==> src/rtl/aacc_pkg.sv <==
package aacc_pkg;

	// System clock
	localparam int unsigned CLK_HZ = 50_000_000;

	// Reader clock, in tenths of a hertz so that 204.8 kHz stays exact
	localparam int unsigned RDR_DHZ = 2_048_000;
	localparam int unsigned RDR_HALF_CYC = (CLK_HZ * 10) / (2 * RDR_DHZ);
	localparam logic [7:0] RDR_HALF_LAST = 8'(RDR_HALF_CYC - 1);

	// Slow timer tick
	localparam int unsigned TICK_MS = 80;
	localparam int unsigned TICK_CYC = (CLK_HZ / 1000) * TICK_MS;

	// Delays in milliseconds and their tick counts
	localparam int unsigned WRONG_NUMBER_MS = 10240;
	localparam int unsigned LONG_SPACE_MS = 1280;
	localparam logic [7:0] WRONG_NUMBER_TICKS = 8'(WRONG_NUMBER_MS / TICK_MS);
	localparam logic [7:0] LONG_SPACE_TICKS = 8'(LONG_SPACE_MS / TICK_MS);

	// Register map, byte addresses
	localparam logic [7:0] REG_CTRL = 8'h00;
	localparam logic [7:0] REG_ABM_DELAY = 8'h04;
	localparam logic [7:0] REG_STATUS = 8'h08;

	// Control fields
	localparam int unsigned CTRL_AUTO_ANSWER = 0;
	localparam int unsigned CTRL_HALF_DUPLEX = 1;
	localparam logic [1:0] CTRL_RESET = 2'h1;

	// Answer-back delay in timer ticks
	localparam logic [7:0] ABM_DELAY_RESET = 8'h01;

	// Status fields: [3:0] state, 4 off-hook, 5 line ready, 6 carrier, 7 data set ready
	localparam int unsigned STAT_OFF_HOOK = 4;
	localparam int unsigned STAT_LINE_READY = 5;
	localparam int unsigned STAT_CARRIER = 6;
	localparam int unsigned STAT_DSR = 7;

	typedef enum logic [3:0] {
		IDLE_STATE = 4'b0001,
		WAIT_CARRIER_STATE = 4'b0010,
		ANSWERBACK_DELAY_STATE = 4'b0100,
		CONNECTED_STATE = 4'b1000
	} aacc_state_t;

endpackage

==> src/rtl/aacc_tmr_if.sv <==
`timescale 1ns/1ns
interface aacc_tmr_if;
	logic       tick;
	logic       restart_state;
	logic       space_run;
	logic [7:0] state_ticks;
	logic [7:0] space_ticks;

	modport ctrl (
		input  tick,
		input  state_ticks,
		input  space_ticks,
		output restart_state,
		output space_run
	);

	modport tmr (
		output tick,
		output state_ticks,
		output space_ticks,
		input  restart_state,
		input  space_run
	);
endinterface

==> src/rtl/aacc_ctrl.sv <==
// How it works
// - Idle state waits for an incoming ring, answers it, then waits for data set ready.
// - After answer and data set ready, wait for carrier, then pulse answer-back trigger.
// - On carrier detect move to the answer-back delay state.
// - After the delay drop line busy, then wait for carrier loss, long space, EOT.
// - Off-hook/terminal-ready is high to answer, low to disconnect.
// - A 10.24 s timer disconnects a wrong-number call.
// - A 1.28 s timer of continuous space disconnects the call.
// - The return-to-idle decode disconnects and goes idle on the next reader clock.
// - Ring lamp follows ring until answer, then stays lit until line ready.
// - Line-ready lamp is lit while the line is ready for data.
// - Received line data is synchronised to the clock before use.
// - Line busy while transmitter busy, or receiver busy in half duplex.
// - While the blinding input is low received line data is ignored.
// - Dedicated reset and power-on reset both clear the controller.
// - The reader clock is a 204.8 kHz square wave.
//
// The plain strobed port and the register addresses were decided locally.
`timescale 1ns/1ns
module aacc_ctrl
	import aacc_pkg::*;
#(
	parameter int unsigned TICK_CYCLES = TICK_CYC
) (
	input  wire logic       clk_sys,
	input  wire logic       rst_n,
	input  wire logic [7:0] reg_addr,
	input  wire logic [7:0] reg_wdata,
	input  wire logic       reg_wr,
	input  wire logic       reg_rd,
	output logic [7:0]      reg_rdata,
	input  wire logic       ring_in,
	input  wire logic       carrier_detect_in,
	input  wire logic       data_set_ready_in,
	input  wire logic       terminal_online_n,
	input  wire logic       rx_line_in,
	input  wire logic       rx_blind_n,
	input  wire logic       eot_received,
	input  wire logic       tx_busy,
	input  wire logic       rx_busy,
	input  wire logic       answer_ctrl_reset,
	input  wire logic       power_on_reset_n,
	output logic            off_hook_terminal_ready,
	output logic            answerback_trigger_n,
	output logic            ring_lamp_n,
	output logic            line_ready_lamp_n,
	output logic            line_busy_n,
	output logic            synced_rx_line_data,
	output logic            reader_clock
);

	aacc_tmr_if tif ();

	aacc_timer #(
		.TICK_CYCLES(TICK_CYCLES)
	) u_timer (
		.clk_sys(clk_sys),
		.rst_n  (rst_n),
		.tif    (tif)
	);

	aacc_state_t state_q;
	aacc_state_t state_d;
	logic [1:0]  ctrl_q;
	logic [7:0]  abm_delay_q;
	logic [7:0]  reg_rdata_q;
	logic [7:0]  rdr_cnt_q;
	logic        rdr_clk_q;
	logic        rdr_tick;
	logic [1:0]  clr_sync_q;
	logic [1:0]  por_sync_q;
	logic        ctl_clear;
	logic [1:0]  rx_sync_q;
	logic        rx_data_q;
	logic        answered_q;
	logic        answered_d;
	logic        abm_trig_q;
	logic        ring_lamp_q;
	logic        line_rdy_q;
	logic        line_busy_q;
	logic        return_to_idle;
	logic        wrong_number;
	logic        long_space;

	// Reader clock: square wave from clk_sys, state moves on its rising edge
	always_ff @(posedge clk_sys or negedge rst_n) begin
		if (!rst_n) begin
			rdr_cnt_q <= 8'h0;
			rdr_clk_q <= 1'b0;
		end else if (rdr_cnt_q == RDR_HALF_LAST) begin
			rdr_cnt_q <= 8'h0;
			rdr_clk_q <= ~rdr_clk_q;
		end else begin
			rdr_cnt_q <= rdr_cnt_q + 8'h1;
		end
	end

	assign rdr_tick = (rdr_cnt_q == RDR_HALF_LAST) && !rdr_clk_q;

	// Both clear sources are synchronised; either one holds the controller cleared
	always_ff @(posedge clk_sys or negedge rst_n) begin
		if (!rst_n) begin
			clr_sync_q <= 2'h3;
			por_sync_q <= 2'h0;
		end else begin
			clr_sync_q <= {clr_sync_q[0], answer_ctrl_reset};
			por_sync_q <= {por_sync_q[0], power_on_reset_n};
		end
	end

	assign ctl_clear = clr_sync_q[1] || !por_sync_q[1];

	// Received data: synchronise, then mask to mark while blinded
	always_ff @(posedge clk_sys or negedge rst_n) begin
		if (!rst_n) begin
			rx_sync_q <= 2'h3;
			rx_data_q <= 1'b1;
		end else begin
			rx_sync_q <= {rx_sync_q[0], rx_line_in};
			rx_data_q <= rx_sync_q[1] || !rx_blind_n;
		end
	end

	// Register writes
	always_ff @(posedge clk_sys or negedge rst_n) begin
		if (!rst_n) begin
			ctrl_q <= CTRL_RESET;
			abm_delay_q <= ABM_DELAY_RESET;
		end else if (reg_wr) begin
			if (reg_addr == REG_CTRL) begin
				ctrl_q <= reg_wdata[1:0];
			end else if (reg_addr == REG_ABM_DELAY) begin
				abm_delay_q <= reg_wdata;
			end
		end
	end

	// Register reads, data in the following cycle only
	always_ff @(posedge clk_sys or negedge rst_n) begin
		if (!rst_n) begin
			reg_rdata_q <= 8'h0;
		end else if (!reg_rd) begin
			reg_rdata_q <= 8'h0;
		end else if (reg_addr == REG_CTRL) begin
			reg_rdata_q <= {6'h0, ctrl_q};
		end else if (reg_addr == REG_ABM_DELAY) begin
			reg_rdata_q <= abm_delay_q;
		end else if (reg_addr == REG_STATUS) begin
			reg_rdata_q <= {data_set_ready_in, carrier_detect_in, line_rdy_q,
				answered_q, state_q};
		end else begin
			reg_rdata_q <= 8'h0;
		end
	end

	// Disconnect conditions
	assign wrong_number = (state_q != CONNECTED_STATE) && answered_q
		&& (tif.state_ticks >= WRONG_NUMBER_TICKS);
	assign long_space = (state_q == CONNECTED_STATE)
		&& (tif.space_ticks >= LONG_SPACE_TICKS);
	assign tif.space_run = (state_q == CONNECTED_STATE) && !rx_data_q;

	always_comb begin
		return_to_idle = 1'b0;
		if (wrong_number) begin
			return_to_idle = 1'b1;
		end
		if (state_q == CONNECTED_STATE) begin
			if (!carrier_detect_in || long_space || eot_received) begin
				return_to_idle = 1'b1;
			end
		end
		if (answered_q && terminal_online_n) begin
			return_to_idle = 1'b1;
		end
	end

	// Call sequencing
	always_comb begin
		state_d = state_q;
		answered_d = answered_q;
		if (return_to_idle) begin
			state_d = IDLE_STATE;
			answered_d = 1'b0;
		end else begin
			case (state_q)
				IDLE_STATE: begin
					if (!answered_q) begin
						if (ring_in && !terminal_online_n && ctrl_q[CTRL_AUTO_ANSWER]) begin
							answered_d = 1'b1;
						end
					end else if (data_set_ready_in) begin
						state_d = WAIT_CARRIER_STATE;
					end
				end
				WAIT_CARRIER_STATE: begin
					if (carrier_detect_in) begin
						state_d = ANSWERBACK_DELAY_STATE;
					end
				end
				ANSWERBACK_DELAY_STATE: begin
					if (tif.state_ticks >= abm_delay_q) begin
						state_d = CONNECTED_STATE;
					end
				end
				CONNECTED_STATE: begin
					state_d = CONNECTED_STATE;
				end
				default: begin
					state_d = IDLE_STATE;
					answered_d = 1'b0;
				end
			endcase
		end
	end

	always_ff @(posedge clk_sys or negedge rst_n) begin
		if (!rst_n) begin
			state_q <= IDLE_STATE;
			answered_q <= 1'b0;
		end else if (ctl_clear) begin
			state_q <= IDLE_STATE;
			answered_q <= 1'b0;
		end else if (rdr_tick) begin
			state_q <= state_d;
			answered_q <= answered_d;
		end
	end

	// Timers restart whenever the state or the answer status changes
	assign tif.restart_state = ctl_clear
		|| (rdr_tick && ((state_d != state_q) || (answered_d != answered_q)));

	// Answer-back trigger: one reader-clock period low as carrier arrives
	always_ff @(posedge clk_sys or negedge rst_n) begin
		if (!rst_n) begin
			abm_trig_q <= 1'b0;
		end else if (ctl_clear) begin
			abm_trig_q <= 1'b0;
		end else if (rdr_tick) begin
			abm_trig_q <= (state_q == WAIT_CARRIER_STATE)
				&& (state_d == ANSWERBACK_DELAY_STATE);
		end
	end

	// Lamps and line busy
	always_ff @(posedge clk_sys or negedge rst_n) begin
		if (!rst_n) begin
			ring_lamp_q <= 1'b0;
			line_rdy_q <= 1'b0;
			line_busy_q <= 1'b0;
		end else begin
			ring_lamp_q <= answered_q ? (state_q != CONNECTED_STATE) : ring_in;
			line_rdy_q <= (state_q == CONNECTED_STATE);
			line_busy_q <= tx_busy || (rx_busy && ctrl_q[CTRL_HALF_DUPLEX])
				|| (state_q == WAIT_CARRIER_STATE)
				|| (state_q == ANSWERBACK_DELAY_STATE);
		end
	end

	assign reg_rdata = reg_rdata_q;
	assign off_hook_terminal_ready = answered_q;
	assign answerback_trigger_n = !abm_trig_q;
	assign ring_lamp_n = !ring_lamp_q;
	assign line_ready_lamp_n = !line_rdy_q;
	assign line_busy_n = !line_busy_q;
	assign synced_rx_line_data = rx_data_q;
	assign reader_clock = rdr_clk_q;

endmodule

==> src/rtl/aacc_timer.sv <==
`timescale 1ns/1ns
module aacc_timer
	import aacc_pkg::*;
#(
	parameter int unsigned TICK_CYCLES = TICK_CYC
) (
	input wire logic clk_sys,
	input wire logic rst_n,
	aacc_tmr_if.tmr  tif
);

	logic [22:0] pre_q;
	logic        tick_q;
	logic [7:0]  state_ticks_q;
	logic [7:0]  space_ticks_q;

	function automatic logic [7:0] sat_inc(input logic [7:0] v);
		return (v == 8'hff) ? v : v + 8'h01;
	endfunction

	// Slow timer tick prescaler
	always_ff @(posedge clk_sys or negedge rst_n) begin
		if (!rst_n) begin
			pre_q <= 23'h0;
			tick_q <= 1'b0;
		end else if (pre_q == 23'(TICK_CYCLES - 1)) begin
			pre_q <= 23'h0;
			tick_q <= 1'b1;
		end else begin
			pre_q <= pre_q + 23'h1;
			tick_q <= 1'b0;
		end
	end

	// Ticks spent in the present state
	always_ff @(posedge clk_sys or negedge rst_n) begin
		if (!rst_n) begin
			state_ticks_q <= 8'h0;
		end else if (tif.restart_state) begin
			state_ticks_q <= 8'h0;
		end else if (tick_q) begin
			state_ticks_q <= sat_inc(state_ticks_q);
		end
	end

	// Ticks of unbroken space on the line
	always_ff @(posedge clk_sys or negedge rst_n) begin
		if (!rst_n) begin
			space_ticks_q <= 8'h0;
		end else if (!tif.space_run || tif.restart_state) begin
			space_ticks_q <= 8'h0;
		end else if (tick_q) begin
			space_ticks_q <= sat_inc(space_ticks_q);
		end
	end

	assign tif.tick = tick_q;
	assign tif.state_ticks = state_ticks_q;
	assign tif.space_ticks = space_ticks_q;

endmodule

==> config.mk <==
export PLATFORM = sky130hd
export DESIGN_NAME = aacc_ctrl
export DESIGN_NICKNAME = d
export VERILOG_FILES = /design/src/rtl/aacc_pkg.sv /design/src/rtl/aacc_tmr_if.sv /design/src/rtl/aacc_ctrl.sv /design/src/rtl/aacc_timer.sv
export SDC_FILE = /design/constraint.sdc
export NUM_CORES = 1
export LEC_CHECK = 0
export BUFFER_PORTS_ARGS = -buffer_cell sky130_fd_sc_hd__buf_4
export CORE_UTILIZATION = 41
export CTS_CLUSTER_SIZE = 25
export DETAILED_ROUTE_END_ITERATION = 10
export PLACE_DENSITY_LB_ADDON = 0.12
export SYNTH_ARGS = -nofsm -noshare
export SYNTH_HDL_FRONTEND = slang
export SYNTH_SLANG_ARGS = --single-unit
==> constraint.sdc <==
create_clock -name clk_sys -period 3.6 [get_ports clk_sys]
set_clock_uncertainty 0.1 [all_clocks]
set_input_delay 0.36 -clock clk_sys [delete_from_list [all_inputs] [get_ports clk_sys]]
set_output_delay 0.36 -clock clk_sys [all_outputs]
set_load 0.02 [all_outputs]
==> flow_metrics.tcl <==
set metrics [dict create \
    wirelength_mm 8.509 \
    grt_pass1_vias 2899 \
    drtIter0Drc 147 \
    portBuffers 45 \
    min_period_ns 2.502 \
    multi_input_area_sq_um 1829 \
    setup_tns_ns 0 \
    vdd.ir_drop.worst_uv 210.6 \
    ys_ff_latch 83 \
    worst_slew_pin_slew_ns 0.8476 \
    final_cell_mix "75 x dfrtp_1, 52 x nor2_1, 48 x buf_4" \
    row_count 35 \
    cts_root_buffer "clkbuf_8" \
    max_freq_mhz 399.7 \
    cts-resized-gates 0 \
    worstPathArrival_ns 2.69 \
    ys_types 52 \
    layout-drive-gt1-share_pct 21.41 \
    cp.required_ns 3.79 \
    grt_start_max_net_pins 64 \
    syn_to_final_growth_pct 17.44 \
    design.core.area_sq_um 9415 \
    violations "hold timing" \
    crit_buf_inv 1 \
    final_core_util_pct 50.75 \
    cts_tree "yes" \
    hold_violations 33 \
    hp-class "primary input to asynchronous set/reset pin" \
    yosys_warnings 0 \
    endpoint_kind "register" \
    gp_congestion 0.8506 \
    ant_nets 0 \
    vias 2913 \
    post_cts.repair.setup_buffers 0 \
    rsz0062_at_grt "no" \
    die_height_um 101.6 \
    cap_violations 0 \
    r2r-start "state_q[2]$_DFFE_PN0P_" \
    overflow 0 \
    path_cells "or4b_4 -> clkinv_2 -> o21ai_2 -> a211oi_2 -> o211ai_1 -> or3_1 -> nor2_2" \
    hpwlAfterDp_mm 6.166 \
    syn_inst 397 \
    route.detailed.drc 0 \
    synth_area_per_cell_sq_um 10.25 \
    synth_nets 443 \
    cts_buffer_depth 2 \
    cts.sinks 83 \
    grt_first_pass_wirelength_mm 14.21 \
    synth_edf_count 0 \
    path_class "register to register" \
    dieArea_sq_um 10330 \
    clk_latency_ns 0.36 \
    slowest_stage "or4b_4" \
    path_delay_family "simple AND/OR/NAND/NOR gates" \
    synth_async_sr_flop_share_pct 100.0 \
    fin_nets 494 \
    synthFlopType "dfrtp_1" \
    cts_buffers 9 \
    fillers 881 \
    routedWlPerCell_um 14.62 \
    hold_ws_ns -0.02852 \
    slew_headroom_pct 43.29 \
    dr.pass1.iters 6 \
    die_x_um 101.6 \
    critPathLaunch "state_q[2]$_DFFE_PN0P_" \
    p_leak_nw 2.144 \
    cp_slowest_stage_delay_ns 0.61 \
    gr-usage-all-layers_pct 18.25 \
    final_common_cell "dfrtp_1" \
    htreeDepth 3 \
    antenna_found_initial 0 \
    cp-start-kind "register" \
    synth_area_sq_um 4069 \
    status "complete, but fails checks" \
    setup_viol 0 \
    antenna_cells 0 \
    seq_area_frac_synth_pct 51.29 \
    r2r_slack_ns 1.10 \
    post-route-period-util_pct 69.50 \
    power_density_nw_per_um2 367.9 \
    path_clk_slew_ns 0.09 \
    ios 46 \
    regArea_sq_um 2087 \
    cp_max_fo 11 \
    viasPerCell 5.005 \
    start_util_pct 43.22 \
    drv_slew 0 \
]
==> cell type report <==
cell class                 instances  share of cell area, %
sequential                        83                  43.68
clock inverter                     6                  1.545
multi-input combinational        277                  38.28
tap                              129                  3.378
timing repair buffer              51                  8.170
inverter                          26                  2.069
clock buffer                      10                  2.880
==> cell usage after synthesis (2+ instances only) <==
library cell	n	area (sq um)
a21oi_1	13	65.06
o21ai_0	11	55.05
o211ai_1	4	30.03
inv_1	25	93.84
o21ai_1	2	10.01
mux2i_1	3	30.03
nand2_1	22	82.58
a22o_1	4	35.03
nor3_1	8	40.04
nand4b_1	2	17.52
a22oi_1	7	52.55
nor4_1	2	12.51
dfstp_2	8	210.2
nor2b_1	6	37.54
mux2_2	10	112.6
nand4_1	9	56.30
nor2_1	52	195.2
xnor2_1	20	175.2
xor2_1	19	166.4
or3_1	3	18.77
nand3b_1	2	15.01
ha_1	15	187.7
dfrtp_1	75	1877
clkbuf_1	8	30.03
nand2b_1	4	25.02
and4_1	3	26.28
nor2_2	8	50.05
and3_1	7	43.79
nand3_1	22	110.1
==> worst register-to-register path, stage by stage, from the launching register on <==
cell	delay, ns
dfrtp_1	0.51
or4b_4	0.61
clkinv_2	0.12
o21ai_2	0.09
a211oi_2	0.18
o211ai_1	0.15
or3_1	0.52
nor2_2	0.16
==> through the flow <==
step	power, mW	std cells	setup WS, ns	hold slack (ns)	instance area, sq um
finish	1.758	582	1.098	-0.02852	4778
global route	1.826	582	0.9823	0.01982	4778
CTS	1.782	582	1.111	0.01072	4778
detailed placement	1.065	563	1.133	0.2379	4537
global placement	1.063	563	1.198	0.2329	4537
floorplan	1.002	397	1.374	-0.03559	4069
==> flip-flops by register name, summed over array words and instances, names as in the netlist, 4 cells and up <==
signal                   count
abm_delay_q                  8
rdr_cnt_q                    8
reg_rdata                    8
state_q                      4
u_timer.pre_q               23
u_timer.tif.space_ticks      8
u_timer.tif.state_ticks      8
==> worst paths after layout <==
kind,to,depth (start not counted)
max,u_timer.tif.space_ticks[7]$_DFFE_PN0P_,7
min,u_timer.tif.space_ticks[1]$_DFFE_PN0P_,1
max reg2reg,u_timer.tif.space_ticks[7]$_DFFE_PN0P_,7
min reg2reg,por_sync_q[1]$_DFF_PN0_,0
max in group asynchronous,synced_rx_line_data$_DFF_PN1_,2
min in group clk_sys,synced_rx_line_data$_DFF_PN1_,2
==> routing by layer <==
layer | track usage, % | routed length, um | share of wire [%]
met5 | 0 | 0 | 0
met4 | 5.797 | 91 | 1.1
met1 | 24.76 | 4279 | 50
met3 | 4.279 | 296 | 3.5
met2 | 28.95 | 3841 | 45
==> where the power goes <==
part,total (mW),internal [mW],switching [mW]
clock network,0.712,0.347,0.365
registers,0.952,0.945,0.00701
logic,0.0938,0.0442,0.0496
total,1.76,1.34,0.422
==> what timing repair did <==
item,CTS,global route
hold buffers,3,0
endpoints found under the hold margin,3,0
setup endpoints to repair,0,0
==> cells by family (layout without fill, tap and decap cells) <==
family | after synthesis | count (layout) | synth area share, %
simple gates | 158 | 158 | 19.90
flops | 83 | 83 | 51.29
compound gates | 52 | 52 | 8.549
xor+xnor | 39 | 39 | 8.395
buf+inv | 37 | 93 | 3.751
fa+ha+maj | 15 | 15 | 4.613
mux | 13 | 13 | 3.506
Note: power is estimated with default switching activity, not from simulation.
